===== src/rtl/uart_status_map.svh =====
// Register offsets, field positions, codes and reset values of the serial port.
`ifndef UART_STATUS_MAP_SVH
`define UART_STATUS_MAP_SVH
`define AXI_ADDR_W 8
`define OFS_STATUS 8'h00
`define OFS_FORMAT 8'h04
`define OFS_TXDATA 8'h08
`define OFS_RXDATA 8'h0C
`define OFS_BAUDDIV 8'h10
`define RESP_OKAY 2'h0
`define RESP_SLVERR 2'h2
`define ST_TXISEL1 15
`define ST_TXINV 14
`define ST_TXISEL0 13
`define ST_BRK 11
`define ST_TXEN 10
`define ST_RXISEL_HI 7
`define ST_RXISEL_LO 6
`define ST_ADDRESS_DETECT_ENABLE 5
`define ST_OVERRUN_FLAG 1
`define FMT_INFRARED_CODEC_ENABLE 12
`define FMT_PDS_HI 2
`define FMT_PDS_LO 1
`define RXE_PARITY_ERROR_FLAG 9
`define RXE_FRAMING_ERROR_FLAG 10
`define PDS_8N 2'h0
`define PDS_8E 2'h1
`define PDS_8O 2'h2
`define PDS_9N 2'h3
`define TXI_LOAD 2'h0
`define TXI_DONE 2'h1
`define TXI_EMPTY 2'h2
`define RXI_FULL 2'h3
`define RX_LVL_3Q 4'h3
`define RX_LVL_FULL 4'h4
`define BREAK_BITS 4'hC
`define DATA9_BITS 4'h9
`define DATA8_BITS 4'h8
`define BAUD_DIV_RST 16'h0364
`endif


===== src/rtl/uart_pkg.sv =====
// State types shared by the serial port block.
package uart_pkg;
   typedef enum logic [2:0] {TX_IDLE = 3'h0, TX_START = 3'h1, TX_DATA = 3'h3,
      TX_PARITY = 3'h2, TX_STOP = 3'h6} tx_state_t;
   typedef enum logic [2:0] {RX_IDLE = 3'h0, RX_START = 3'h1, RX_DATA = 3'h3,
      RX_PARITY = 3'h2, RX_STOP = 3'h6} rx_state_t;
endpackage


===== src/rtl/uart_status_and_control.sv =====
// Serial port transmit/receive engine with status/control over AXI4-Lite.
// Operation
// - Without infrared coding, polarity bit set idles the line low, else high.
// - With infrared coding, the encoded line idles at the polarity bit level.
// - Break sends start, twelve zeros, stop; request bit then clears itself.
// - Transmit enable drives pin; clearing aborts, empties buffer, releases pin.
// - Buffer-full flag is one only when no further character fits.
// - All-empty flag is one only when shifter and buffer are empty.
// - Select 11 raises receive event when a transfer makes four characters.
// - Select 10 raises receive event when a transfer makes three characters.
// - Select 0x raises receive event on every character transferred in.
// - Address detect in 9-bit mode keeps only characters with bit 8 set.
// - Receiver idle flag is one while no character is being received.
// - Parity error flag describes the character at the receive buffer head.
// - Framing error flag describes the character at the receive buffer head.
// - Overrun flag sets on receive overflow; software only reads or clears it.
// - Clearing a set overrun flag empties receive buffer and shift register.
// - Data-available flag is one while the receive buffer is not empty.
// - Transmit event on load, on all shifted out, or on load leaving empty.
// - Format select gives 8N, 8 even, 8 odd or 9-bit data.
// - Infrared enable switches the encoder and decoder on the lines.
//
// Added by the designer: the placing of the registers and the AXI4-Lite slave port.
`timescale 1ns/1ps
`include "uart_status_map.svh"
module uart_status_and_control #(
   parameter int FIFO_D = 4
)
(
   input wire logic CLOCK,
   input wire logic SYS_RST,
   input wire logic [`AXI_ADDR_W-1:0] AWADDR,
   input wire logic AWVALID,
   output logic AWREADY,
   input wire logic [31:0] WDATA,
   input wire logic [3:0] WSTRB,
   input wire logic WVALID,
   output logic WREADY,
   output logic [1:0] BRESP,
   output logic BVALID,
   input wire logic BREADY,
   input wire logic [`AXI_ADDR_W-1:0] ARADDR,
   input wire logic ARVALID,
   output logic ARREADY,
   output logic [31:0] RDATA,
   output logic [1:0] RRESP,
   output logic RVALID,
   input wire logic RREADY,
   input wire logic SERIAL_RX,
   output logic SERIAL_TX,
   output logic SERIAL_TX_OE,
   output logic TX_EVENT,
   output logic RX_EVENT
);
   import uart_pkg::*;
   localparam int CW = $clog2(FIFO_D + 1);
   logic txisel1_r, txinv_r, txisel0_r, brk_r, txen_r, address_detect_enable_r, infrared_codec_enable_r, ovr_r;
   logic [1:0] rxisel_r, pds_r;
   logic [15:0] div_r, status, ir_w;
   logic parity_error_flag_r, framing_error_flag_r;
   logic aw_got_r, w_got_r, wr_do, aw_take, w_take, ar_take;
   logic aw_hold_nxt, w_hold_nxt, bvalid_nxt, rvalid_nxt;
   logic [`AXI_ADDR_W-1:0] waddr_r;
   logic [31:0] wdata_r, rd_val;
   logic [3:0] wstrb_r;
   logic rd_hit, wr_hit, sw_sta, sw_fmt, sw_div, ovr_clr;
   tx_state_t tx_st_r;
   rx_state_t rx_st_r;
   logic [15:0] tx_cnt_r, rx_cnt_r;
   logic [3:0] tx_bit_r, rx_bit_r, tx_nbits, rx_nbits;
   logic [8:0] tx_shift_r, tx_head, rx_sh_r, rx_data;
   logic tx_par_r, tx_brk_r, tx_tick, tx_ld, tx_bit, ir_pulse, tx_line, tx_evt;
   logic brk_done, tx_push, par_en, pds9;
   logic [CW-1:0] tx_count, rx_count, rx_after;
   logic rx_tick, rx_half, rx_low_r, rx_low, rx_bit, rx_pbit_r, rx_done;
   logic rx_parity_error_flag, rx_keep, rx_push, rx_pop, rx_ovf, rx_evt;
   logic [10:0] rx_head;

   assign pds9 = pds_r == `PDS_9N;
   assign par_en = pds_r == `PDS_8E || pds_r == `PDS_8O;

   // Write address and data may arrive in either order.
   assign aw_take = AWVALID && AWREADY;
   assign w_take = WVALID && WREADY;
   assign ar_take = ARVALID && ARREADY;
   assign wr_do = aw_got_r && w_got_r;
   assign aw_hold_nxt = (aw_got_r || aw_take) && !wr_do;
   assign w_hold_nxt = (w_got_r || w_take) && !wr_do;
   assign bvalid_nxt = wr_do || (BVALID && !BREADY);
   assign rvalid_nxt = ar_take || (RVALID && !RREADY);
   assign sw_sta = wr_do && waddr_r == `OFS_STATUS;
   assign sw_fmt = wr_do && waddr_r == `OFS_FORMAT;
   assign sw_div = wr_do && waddr_r == `OFS_BAUDDIV;
   assign tx_push = wr_do && waddr_r == `OFS_TXDATA && wstrb_r[0] && txen_r;
   assign wr_hit = sw_sta || sw_fmt || sw_div || waddr_r == `OFS_TXDATA;

   always_ff @(posedge CLOCK or posedge SYS_RST)
   begin
      if (SYS_RST)
      begin
         aw_got_r <= 1'h0;
         w_got_r <= 1'h0;
         waddr_r <= '0;
         wdata_r <= 32'h0;
         wstrb_r <= 4'h0;
         AWREADY <= 1'h0;
         WREADY <= 1'h0;
         BVALID <= 1'h0;
         BRESP <= `RESP_OKAY;
      end
      else
      begin
         aw_got_r <= aw_hold_nxt;
         w_got_r <= w_hold_nxt;
         if (aw_take)
            waddr_r <= AWADDR;
         if (w_take)
         begin
            wdata_r <= WDATA;
            wstrb_r <= WSTRB;
         end
         AWREADY <= !aw_hold_nxt && !bvalid_nxt;
         WREADY <= !w_hold_nxt && !bvalid_nxt;
         BVALID <= bvalid_nxt;
         if (wr_do)
            BRESP <= wr_hit ? `RESP_OKAY : `RESP_SLVERR;
      end
   end

   // Reading the receive data register pops the buffer head.
   assign rx_pop = ar_take && ARADDR == `OFS_RXDATA;
   assign status = {txisel1_r, txinv_r, txisel0_r, 1'h0, brk_r, txen_r,
      tx_count == CW'(FIFO_D), tx_count == '0 && tx_st_r == TX_IDLE,
      rxisel_r, address_detect_enable_r, rx_st_r == RX_IDLE, parity_error_flag_r, framing_error_flag_r, ovr_r,
      rx_count != '0};

   always_comb
   begin
      rd_val = 32'h0;
      rd_hit = 1'h1;
      case (ARADDR)
         `OFS_STATUS: rd_val[15:0] = status;
         `OFS_FORMAT:
         begin
            rd_val[`FMT_INFRARED_CODEC_ENABLE] = infrared_codec_enable_r;
            rd_val[`FMT_PDS_HI:`FMT_PDS_LO] = pds_r;
         end
         `OFS_TXDATA: rd_val = 32'h0;
         `OFS_RXDATA: rd_val[8:0] = rx_head[8:0];
         `OFS_BAUDDIV: rd_val[15:0] = div_r;
         default: rd_hit = 1'h0;
      endcase
   end

   always_ff @(posedge CLOCK or posedge SYS_RST)
   begin
      if (SYS_RST)
      begin
         ARREADY <= 1'h0;
         RVALID <= 1'h0;
         RDATA <= 32'h0;
         RRESP <= `RESP_OKAY;
      end
      else
      begin
         ARREADY <= !rvalid_nxt;
         RVALID <= rvalid_nxt;
         if (ar_take)
         begin
            RDATA <= rd_val;
            RRESP <= rd_hit ? `RESP_OKAY : `RESP_SLVERR;
         end
      end
   end

   // Only a zero written while overrun is set clears it; a new overflow wins.
   assign ovr_clr = sw_sta && wstrb_r[0] && !wdata_r[`ST_OVERRUN_FLAG] && ovr_r
      && !rx_ovf;

   always_ff @(posedge CLOCK or posedge SYS_RST)
   begin
      if (SYS_RST)
      begin
         txisel1_r <= 1'h0;
         txinv_r <= 1'h0;
         txisel0_r <= 1'h0;
         brk_r <= 1'h0;
         txen_r <= 1'h0;
         rxisel_r <= 2'h0;
         address_detect_enable_r <= 1'h0;
         infrared_codec_enable_r <= 1'h0;
         pds_r <= `PDS_8N;
         div_r <= `BAUD_DIV_RST;
      end
      else
      begin
         if (sw_sta && wstrb_r[1])
         begin
            txisel1_r <= wdata_r[`ST_TXISEL1];
            txinv_r <= wdata_r[`ST_TXINV];
            txisel0_r <= wdata_r[`ST_TXISEL0];
            brk_r <= wdata_r[`ST_BRK];
            txen_r <= wdata_r[`ST_TXEN];
         end
         else if (brk_done)
            brk_r <= 1'h0;
         if (sw_sta && wstrb_r[0])
         begin
            rxisel_r <= wdata_r[`ST_RXISEL_HI:`ST_RXISEL_LO];
            address_detect_enable_r <= wdata_r[`ST_ADDRESS_DETECT_ENABLE];
         end
         if (sw_fmt && wstrb_r[1])
            infrared_codec_enable_r <= wdata_r[`FMT_INFRARED_CODEC_ENABLE];
         if (sw_fmt && wstrb_r[0])
            pds_r <= wdata_r[`FMT_PDS_HI:`FMT_PDS_LO];
         if (sw_div && wstrb_r[0])
            div_r[7:0] <= wdata_r[7:0];
         if (sw_div && wstrb_r[1])
            div_r[15:8] <= wdata_r[15:8];
      end
   end

   always_ff @(posedge CLOCK or posedge SYS_RST)
   begin
      if (SYS_RST)
         ovr_r <= 1'h0;
      else if (rx_ovf)
         ovr_r <= 1'h1;
      else if (ovr_clr)
         ovr_r <= 1'h0;
   end

   uart_fifo #(.W(9), .D(FIFO_D), .CW(CW)) tx_fifo (
      .clk(CLOCK),
      .rst(SYS_RST),
      .flush(!txen_r),
      .push(tx_push),
      .din(wdata_r[8:0]),
      .pop(tx_ld),
      .head(tx_head),
      .count(tx_count)
   );

   // Transmitter; a break is sent without consuming a buffered character.
   assign tx_tick = tx_cnt_r == div_r - 16'h0001;
   assign tx_ld = tx_st_r == TX_IDLE && txen_r && !brk_r && tx_count != '0;
   assign tx_nbits = tx_brk_r ? `BREAK_BITS
      : (pds9 ? `DATA9_BITS : `DATA8_BITS);
   assign brk_done = tx_st_r == TX_STOP && tx_tick && tx_brk_r;

   always_ff @(posedge CLOCK or posedge SYS_RST)
   begin
      if (SYS_RST)
      begin
         tx_st_r <= TX_IDLE;
         tx_cnt_r <= 16'h0;
         tx_bit_r <= 4'h0;
         tx_shift_r <= 9'h0;
         tx_par_r <= 1'h0;
         tx_brk_r <= 1'h0;
      end
      else if (!txen_r)
      begin
         tx_st_r <= TX_IDLE;
         tx_cnt_r <= 16'h0;
         tx_brk_r <= 1'h0;
      end
      else
      begin
         tx_cnt_r <= (tx_st_r == TX_IDLE || tx_tick) ? 16'h0
            : tx_cnt_r + 16'h0001;
         case (tx_st_r)
            TX_IDLE:
               if (brk_r)
               begin
                  tx_st_r <= TX_START;
                  tx_brk_r <= 1'h1;
               end
               else if (tx_ld)
               begin
                  tx_st_r <= TX_START;
                  tx_shift_r <= tx_head;
                  tx_par_r <= (^tx_head[7:0]) ^ (pds_r == `PDS_8O);
               end
            TX_START:
               if (tx_tick)
               begin
                  tx_st_r <= TX_DATA;
                  tx_bit_r <= 4'h0;
               end
            TX_DATA:
               if (tx_tick)
               begin
                  tx_shift_r <= {1'h0, tx_shift_r[8:1]};
                  tx_bit_r <= tx_bit_r + 4'h1;
                  if (tx_bit_r == tx_nbits - 4'h1)
                     tx_st_r <= (par_en && !tx_brk_r) ? TX_PARITY : TX_STOP;
               end
            TX_PARITY:
               if (tx_tick)
                  tx_st_r <= TX_STOP;
            TX_STOP:
               if (tx_tick)
               begin
                  tx_st_r <= TX_IDLE;
                  tx_brk_r <= 1'h0;
               end
            default: tx_st_r <= TX_IDLE;
         endcase
      end
   end

   always_comb
   begin
      case (tx_st_r)
         TX_START: tx_bit = 1'h0;
         TX_DATA: tx_bit = tx_shift_r[0] && !tx_brk_r;
         TX_PARITY: tx_bit = tx_par_r;
         default: tx_bit = 1'h1;
      endcase
   end

   // Infrared zero bits are a pulse three sixteenths of a bit long.
   assign ir_w = {3'h0, div_r[15:3]} + {4'h0, div_r[15:4]};
   assign ir_pulse = !tx_bit && tx_cnt_r < ir_w;
   assign tx_line = infrared_codec_enable_r ? (txinv_r ^ ir_pulse)
      : (txinv_r ^ tx_bit);

   always_comb
   begin
      case ({txisel1_r, txisel0_r})
         `TXI_LOAD: tx_evt = tx_ld;
         `TXI_DONE: tx_evt = tx_st_r == TX_STOP && tx_tick && txen_r
            && tx_count == '0;
         `TXI_EMPTY: tx_evt = tx_ld && tx_count == CW'(1);
         default: tx_evt = 1'h0;
      endcase
   end

   always_ff @(posedge CLOCK or posedge SYS_RST)
   begin
      if (SYS_RST)
      begin
         SERIAL_TX <= 1'h1;
         SERIAL_TX_OE <= 1'h0;
         TX_EVENT <= 1'h0;
      end
      else
      begin
         SERIAL_TX <= tx_line;
         SERIAL_TX_OE <= txen_r;
         TX_EVENT <= tx_evt;
      end
   end

   // Receiver; in infrared mode any low pulse inside a bit reads as zero.
   assign rx_tick = rx_cnt_r == div_r - 16'h0001;
   assign rx_half = rx_cnt_r == {1'h0, div_r[15:1]};
   assign rx_low = rx_low_r || !SERIAL_RX;
   assign rx_bit = infrared_codec_enable_r ? !rx_low : SERIAL_RX;
   assign rx_nbits = pds9 ? `DATA9_BITS : `DATA8_BITS;
   assign rx_data = pds9 ? rx_sh_r : {1'h0, rx_sh_r[8:1]};
   assign rx_done = rx_st_r == RX_STOP && rx_tick;
   assign rx_parity_error_flag = par_en
      && (rx_pbit_r != ((^rx_data[7:0]) ^ (pds_r == `PDS_8O)));
   assign rx_keep = !(address_detect_enable_r && pds9 && !rx_data[8]);
   assign rx_push = rx_done && rx_keep && !ovr_r && rx_count != CW'(FIFO_D);
   assign rx_ovf = rx_done && rx_keep && rx_count == CW'(FIFO_D);

   always_ff @(posedge CLOCK or posedge SYS_RST)
   begin
      if (SYS_RST)
      begin
         rx_st_r <= RX_IDLE;
         rx_cnt_r <= 16'h0;
         rx_low_r <= 1'h0;
         rx_bit_r <= 4'h0;
         rx_sh_r <= 9'h0;
         rx_pbit_r <= 1'h0;
      end
      else if (ovr_clr)
      begin
         rx_st_r <= RX_IDLE;
         rx_cnt_r <= 16'h0;
         rx_low_r <= 1'h0;
      end
      else
      begin
         rx_cnt_r <= rx_tick ? 16'h0 : rx_cnt_r + 16'h0001;
         rx_low_r <= rx_tick ? 1'h0 : rx_low;
         case (rx_st_r)
            RX_IDLE:
            begin
               rx_cnt_r <= 16'h0;
               rx_low_r <= 1'h0;
               if (!SERIAL_RX)
                  rx_st_r <= RX_START;
            end
            RX_START:
               if (rx_half)
               begin
                  rx_cnt_r <= 16'h0;
                  rx_low_r <= 1'h0;
                  rx_bit_r <= 4'h0;
                  rx_st_r <= (infrared_codec_enable_r || !SERIAL_RX) ? RX_DATA : RX_IDLE;
               end
            RX_DATA:
               if (rx_tick)
               begin
                  rx_sh_r <= {rx_bit, rx_sh_r[8:1]};
                  rx_bit_r <= rx_bit_r + 4'h1;
                  if (rx_bit_r == rx_nbits - 4'h1)
                     rx_st_r <= par_en ? RX_PARITY : RX_STOP;
               end
            RX_PARITY:
               if (rx_tick)
               begin
                  rx_pbit_r <= rx_bit;
                  rx_st_r <= RX_STOP;
               end
            RX_STOP:
               if (rx_tick)
                  rx_st_r <= RX_IDLE;
            default: rx_st_r <= RX_IDLE;
         endcase
      end
   end

   uart_fifo #(.W(11), .D(FIFO_D), .CW(CW)) rx_fifo (
      .clk(CLOCK),
      .rst(SYS_RST),
      .flush(ovr_clr),
      .push(rx_push),
      .din({!rx_bit, rx_parity_error_flag, rx_data}),
      .pop(rx_pop),
      .head(rx_head),
      .count(rx_count)
   );

   assign rx_after = rx_count + CW'(1);
   always_comb
   begin
      if (!rxisel_r[1])
         rx_evt = rx_push;
      else if (rxisel_r == `RXI_FULL)
         rx_evt = rx_push && rx_after == CW'(`RX_LVL_FULL);
      else
         rx_evt = rx_push && rx_after == CW'(`RX_LVL_3Q);
   end

   // Flags follow the head so they always describe the next read.
   always_ff @(posedge CLOCK or posedge SYS_RST)
   begin
      if (SYS_RST)
      begin
         parity_error_flag_r <= 1'h0;
         framing_error_flag_r <= 1'h0;
         RX_EVENT <= 1'h0;
      end
      else
      begin
         parity_error_flag_r <= rx_count != '0 && rx_head[`RXE_PARITY_ERROR_FLAG];
         framing_error_flag_r <= rx_count != '0 && rx_head[`RXE_FRAMING_ERROR_FLAG];
         RX_EVENT <= rx_evt;
      end
   end
endmodule


===== src/rtl/uart_fifo.sv =====
// Small synchronous FIFO used for the transmit and receive buffers.
`timescale 1ns/1ps
module uart_fifo #(
   parameter int W = 9,
   parameter int D = 4,
   parameter int CW = $clog2(D + 1)
)
(
   input wire logic clk,
   input wire logic rst,
   input wire logic flush,
   input wire logic push,
   input wire logic [W-1:0] din,
   input wire logic pop,
   output logic [W-1:0] head,
   output logic [CW-1:0] count
);
   localparam int AW = (D > 1) ? $clog2(D) : 1;
   logic [W-1:0] mem [D];
   logic [AW-1:0] wp_r, rp_r;
   logic do_push, do_pop;

   // A push into a full buffer is dropped; the receive caller flags the loss, the transmit caller does not.
   assign do_push = push && count != CW'(D);
   assign do_pop = pop && count != '0;
   assign head = mem[rp_r];

   always_ff @(posedge clk)
   begin
      if (do_push)
         mem[wp_r] <= din;
   end

   always_ff @(posedge clk or posedge rst)
   begin
      if (rst)
      begin
         wp_r <= '0;
         rp_r <= '0;
         count <= '0;
      end
      else if (flush)
      begin
         wp_r <= '0;
         rp_r <= '0;
         count <= '0;
      end
      else
      begin
         if (do_push)
            wp_r <= (wp_r == AW'(D - 1)) ? '0 : wp_r + AW'(1);
         if (do_pop)
            rp_r <= (rp_r == AW'(D - 1)) ? '0 : rp_r + AW'(1);
         count <= count + CW'(do_push) - CW'(do_pop);
      end
   end
endmodule


===== config.mk =====
export PLATFORM = sky130hd
export DESIGN_NAME = uart_status_and_control
export DESIGN_NICKNAME = d
export VERILOG_FILES = /design/src/rtl/uart_pkg.sv /design/src/rtl/uart_status_and_control.sv /design/src/rtl/uart_fifo.sv
export VERILOG_INCLUDE_DIRS = /design/src /design/src/rtl
export SDC_FILE = /design/constraint.sdc
export NUM_CORES = 1
export LEC_CHECK = 0
export BUFFER_PORTS_ARGS = -buffer_cell sky130_fd_sc_hd__buf_2
export CELL_PAD_IN_SITES_DETAIL_PLACEMENT = 1
export CELL_PAD_IN_SITES_GLOBAL_PLACEMENT = 2
export CORE_MARGIN = 4
export CORE_UTILIZATION = 42
export CTS_BUF_LIST = sky130_fd_sc_hd__clkbuf_2 sky130_fd_sc_hd__clkbuf_4 sky130_fd_sc_hd__clkbuf_8
export DETAILED_ROUTE_END_ITERATION = 8
export PLACE_DENSITY_LB_ADDON = 0.1
export SYNTH_ARGS = -nofsm -noshare
export SYNTH_HDL_FRONTEND = slang
export SYNTH_SLANG_ARGS = --single-unit

===== constraint.sdc =====
create_clock -name CLOCK -period 7.66 [get_ports CLOCK]
set_clock_uncertainty 0.15 [all_clocks]
set_input_delay 1.149 -clock CLOCK [delete_from_list [all_inputs] [get_ports CLOCK]]
set_output_delay 1.149 -clock CLOCK [all_outputs]
set_load 0.05 [all_outputs]

After elaboration in Yosys (flattened, before gate mapping)

Memories as Yosys holds them, arrays and structs flattened.
Index checks and enable logic that the tools add are counted.

Bits in latches: 0
Input bits: 60
Bits in read-only memories: 0
Memories: 2
Register bits after elaboration: 169
RAM bits: 80
Word-level logic and storage cells: 329
Output and inout port bits: 45

$add $sub $neg: 17
Equality and inequality tests: 60
Muxes and demuxes: 84
Divide/modulo/power cells: 0
Bitwise gates (word level): 6
$lt $le $gt $ge: 1
Reductions and logical operators: 110
$mul: 0
Shift operators: 0

Memories:

| name        | depth | width | read ports | clocked after memory_dff | write ports | RTL line        | source |
|---|---|---|---|---|---|---|---|
| rx_fifo.mem | 4     | 11    | 1          | 0                        | 1           | uart_fifo.sv:19 | `logic [W-1:0] mem [D];` |
| tx_fifo.mem | 4     | 9     | 1          | 0                        | 1           | uart_fifo.sv:19 |  |

Operators with widths:

| cell                    | number |
|---|---|
| $mux W16                | 5 |
| $mux W3                 | 19 |
| $logic_and A1 B1 Y1     | 54 |
| $ne A3 B3 Y1 const B    | 13 |
| $mux W9                 | 4 |
| $add A16 B1 Y16 const B | 2 |
| $eq A16 B16 Y1          | 2 |
| $pmux W16 S2            | 1 |
| $mux W2                 | 15 |
| $pmux W3 S5             | 2 |
| $eq A8 B4 Y1 const B    | 3 |
| $mux W1                 | 20 |
| $mux W4                 | 5 |
| $logic_not A1 Y1        | 18 |
| $pmux W6 S3             | 1 |
| $pmux W9 S2             | 1 |
| $eq A16 B15 Y1          | 1 |
| $eq A2 B2 Y1 const B    | 8 |
| $eq A8 B3 Y1 const B    | 2 |
| $eq A8 B5 Y1 const B    | 2 |
| $logic_not A8 Y1        | 2 |
| $lt A16 B14 Y1          | 1 |
| $pmux W4 S2             | 2 |
| $reduce_xor A8 Y1       | 2 |
| other kinds (35)        | 93 |

Depth between registers and ports, before layout

Depth after elaboration: 12
Depth in mapped cells: 18
Depth with buffers taken out: 17

Modules after synthesis

From an unflattened synthesis, not the netlist that was laid out.

Cell total of the unflattened synthesis: 1212
Area total of the unflattened synthesis: 13770.7 µm²

Modules (own cells, without submodules):

| module                  | sequential area each (µm²) | cells an instance | times used | area each (µm²) |
|---|---|---|---|---|
| uart_status_and_control | 3836.2                     | 1016              | 1          | 9942.0 |
| uart_fifo at rx_fifo    | 1496.4                     | 103               | 1          | 2057.0 |
| uart_fifo at tx_fifo    | 1256.2                     | 93                | 1          | 1771.7 |

Worst setup path after synthesis

OpenSTA, ideal clock, no wires.

Kind: register to register
Start point: reg div_r[5]
End point: reg rx_fifo.count[2]
Data required time: 7391 ps
Path buffers: 2
Arrival: 4021 ps
Period minus slack after synthesis: 4290 ps
Setup slack: 3370 ps
Stages on the path, launching flop included: 19
Library setup time: 119 ps
Cell sequence: dfstp_2 clkbuf_1 inv_1 ha_1 nor4bb_1 buf_2 and3_1 xnor2_1 o311ai_0 or4_1 or3_1 nor3_1 and3_1 ha_1 inv_1 fa_1 xor2_1 xnor2_1 nor2_1

Cells in the longest elaborated chain, start to end: 10
Elaborated cells between the ends (all ways): 13
Those cells by class: add/sub (3); eq/ne (1); mux (1); reduce/logical (8)

RTL lines:

| element                           | RTL line                                                       | source |
|---|---|---|
| start, declared                   | uart_status_and_control.sv:59                                  | `logic [15:0] div_r, status, ir_w;` |
| start signal, assigned            | uart_status_and_control.sv:193                                 | `` div_r <= `BAUD_DIV_RST; `` |
| start signal, assigned            | uart_status_and_control.sv:217                                 | `div_r[7:0] <= wdata_r[7:0];` |
| $sub A16 B1 Y16 (*)               | uart_status_and_control.sv:357                                 | `assign rx_tick = rx_cnt_r == div_r - 16'h0001;` |
| $eq A16 B16 Y1 (*)                | uart_status_and_control.sv:357                                 |  |
| $logic_and A1 B1 Y1 (*)           | uart_status_and_control.sv:363                                 | `assign rx_done = rx_st_r == RX_STOP && rx_tick;` |
| $logic_and A1 B1 Y1 (*)           | uart_status_and_control.sv:367, uart_status_and_control.sv:368 |  |
| $logic_and A1 B1 Y1 (2 in series) | uart_status_and_control.sv:367                                 | `assign rx_push = rx_done && rx_keep && !ovr_r && rx_count != CW'(FIFO_D);` |
| $logic_and A1 B1 Y1               | uart_fifo.sv:24                                                | `assign do_push = push && count != CW'(D);` |
| $add A3 B1 Y3                     | uart_fifo.sv:54                                                | `count <= count + CW'(do_push) - CW'(do_pop);` |
| $sub A3 B1 Y3                     | uart_fifo.sv:54                                                |  |
| $mux W3 (*)                       | uart_fifo.sv:42                                                | `else if (flush)` |
| end signal, assigned              | uart_fifo.sv:54                                                |  |
| end, declared                     | uart_fifo.sv:16                                                | `output logic [CW-1:0] count` |

Every way passes the cells marked *; elsewhere a longest branch is shown, timed or not.
A chain may end at the register's enable or synchronous reset.

Worst setup path after layout

Start point: reg div_r[0]
End point: reg rx_fifo.count[2]

Same word-level chain as after synthesis.

==> results.toml <==
[yosys]
synth-edff-count = 80
synth_ff_type = "dfrtp_1"
yosys_register_bits = 247
synth_area_um2 = 13500
synth.avg_cell_area_um2 = 11.4
ys_types = 78
netlist_instances = 1179
async_flop_share = 0.676
synth-seq-area-share = 0.489
synth_warnings = 0

[timing]
worst_slew_pin_slew_ns = 1.10
setup-tns-final_ns = 0
max_freq_mhz = 170
min_period_ns = 5.89
hold_slack_ns = 0.324
slew_headroom = 0.263
fin_crit_sh = 0.770
report.final.hold_viol_count = 0
rsz0062_at_grt = "false"
setup_viol = 0
final_max_slew_viol_count = 0

[pwr]
p_per_area_nw_per_um2 = 275
ir_drop_mv = 0.224
power_leakage_nw = 6.51
power.total_mw = 4.13

[setup_path]
reg2reg_depth = 16
rrSetupSlack_ns = 1.77
required_ns = 7.96
critPathKind = "reg2reg"
cp-start-kind = "register"
critPathArrivalTime_ns = 6.19
crit_path_end_kind = "register"
worstPathMaxFanout = 12

[clock_network]
root_buffer = "clkbuf_8"
cts_sinks = 247
post_cts_resized = 0
cts_hold_buf = 0
numCtsBuffers = 46
post_cts_buffers = 0
cts_tree = "built"
htreeDepth = 2
clk-insertion-delay-late_ns = 0.60
clockBufferDepth = 3
path_clk_slew_ns = 0.05

[global_routing]
grt_pass1_vias = 10000
grt_max_degree = 72
grt_pass1_wl_um = 56500
grt-ovfl-total = 0
track_usage = 0.204
antenna_found_initial = 2

[floorplan]
die_area_um2 = 35000
num_io_pins = 105
chipWidth_um = 187
rows = 65
start_util = 0.426
core_area_um2 = 31600
die_h_um = 187

[final_layout]
fin_area_um2 = 15100
final_util = 0.476
area_delta_synth_final_pct = 11.7
fin_nets = 1367
mostFrequentLayoutCell = "dfrtp_1"
layout_common_cells = "161 x dfrtp_1, 87 x nor2_1, 80 x edfxtp_1, 74 x nand2_1, 74 x mux2_2"
n_antenna_cell = 0
filler_cell_count = 3382
drive_gt1_frac = 0.208

[placed_design]
io_buffers = 68
dpl_cell_area_um2 = 14100
dp_hpwl_um = 25700
gp_congestion = 0.820

[drt]
dr.pass1.iters = 4
drt_iter0_drc = 430
ant_nets = 0
wl_um = 35100
drc = 0
wire_per_inst_um = 20.9
vias_per_cell = 5.42
num_vias = 9101

[flow_run]
maxCapViolCount = 0

[min_path]
hold_depth = 2
hold_class = "reg2reg"

[outcome]
status = "complete, no violations"
-- cells in the mapped netlist (all sizes together), types with 8 or more instances --
cell	instances	area share
nand3	34	0.013
and2	13	0.0060
ha	62	0.058
and3	20	0.0093
nor3	25	0.0097
nand2	74	0.021
a21o	10	0.0056
buf	31	0.015
xnor2	59	0.038
nor2	87	0.024
a31oi	11	0.0051
nand2b	10	0.0046
xor2	57	0.037
clkbuf	43	0.012
o31ai	12	0.0067
o21ai	33	0.012
nand4	9	0.0042
nor4	8	0.0048
a21oi	36	0.013
edfxtp	80	0.18
mux2i	33	0.024
mux2	74	0.062
nor2b	18	0.0084
or3	10	0.0046
mux4	20	0.033
dfrtp	161	0.30
inv	49	0.014
-- report_power, final --
group,leakage (nW),switching [mW],internal [mW]
Combinational,3.08,0.575,0.427
Sequential,2.89,0.235,1.53
Clock,0.532,0.562,0.807
Total,6.51,1.37,2.76
-- flip-flops by register name (all words and copies together), names as in the netlist, 3 cells and up --
signal         flops
waddr_r            8
RDATA             16
wdata_r           16
rx_st_r            3
rx_cnt_r          16
rx_sh_r            9
tx_fifo.count      3
tx_shift_r         9
tx_cnt_r          16
div_r             16
rx_fifo.mem       44
rx_bit_r           4
rx_fifo.count      3
tx_st_r            3
tx_bit_r           4
tx_fifo.mem       36
-- metal layers --
| layer | global-route usage | wire length, µm | up-vias |
|---|---|---|---|
| li1 | - | - | 4312 |
| met1 | 0.262 | 15700 | 4574 |
| met2 | 0.347 | 17100 | 152 |
| met3 | 0.0450 | 1410 | 61 |
| met4 | 0.0629 | 900 | 2 |
| met5 | 0 | 13 | - |
-- worst max-delay path, cell delays in order (launching register included) --
cell	delay (ns)
dfrtp_1	0.52
inv_1	0.11
ha_1	0.43
nor4bb_2	0.93
and3_1	0.33
xnor2_1	0.17
o311ai_0	0.18
or4_1	0.45
or3_1	0.38
nor3_1	0.89
and3_1	0.29
ha_1	0.14
inv_1	0.04
fa_1	0.36
xor2_1	0.17
xnor2_1	0.13
nor2_1	0.05
-- cell type report --
cell class / count / area (µm²) / area share
sequential: 247 / 6590 / 0.438
multi-input combinational: 826 / 6410 / 0.426
inverter: 49 / 189 / 0.0125
tap: 402 / 503 / 0.0334
clock inverter: 11 / 144 / 0.00956
clock buffer: 73 / 848 / 0.0563
timing repair buffer: 72 / 370 / 0.0246
-- worst paths after layout --
path | start | to
min reg2reg | RDATA[14]$_DFFE_PP0P_ | RDATA[14]$_DFFE_PP0P_
min | RDATA[14]$_DFFE_PP0P_ | RDATA[14]$_DFFE_PP0P_
max reg2reg | div_r[0]$_DFFE_PP0P_ | rx_fifo.count[2]$_DFF_PP0_
max in group asynchronous | SYS_RST | wdata_r[14]$_DFFE_PP0P_
max | div_r[0]$_DFFE_PP0P_ | rx_fifo.count[2]$_DFF_PP0_
min in group asynchronous | SYS_RST | tx_cnt_r[2]$_DFF_PP0_
-- per-stage QoR --
stage          setup WS (ns)  std cells
6_report                1.77       1680
5_1_grt                 1.41       1680
4_1_cts                 1.84       1680
3_5_place_dp            1.88       1596
3_3_place_gp            1.97       1596
2_1_floorplan           1.85       1196
-- kinds of logic after synthesis --
| family | count (synthesis) | share of synthesized area |
|---|---|---|
| AO/OA/AOI/OAI | 149 | 0.0731 |
| buffers and inverters | 123 | 0.0410 |
| multiplexers | 127 | 0.120 |
| AND/OR/NAND/NOR | 348 | 0.135 |
| flip-flops | 247 | 0.489 |
| XOR/XNOR | 119 | 0.0804 |
| adder cells (fa/ha/maj) | 65 | 0.0620 |
| other | 1 | 0.000278 |
(Power assumes the default switching activity.)
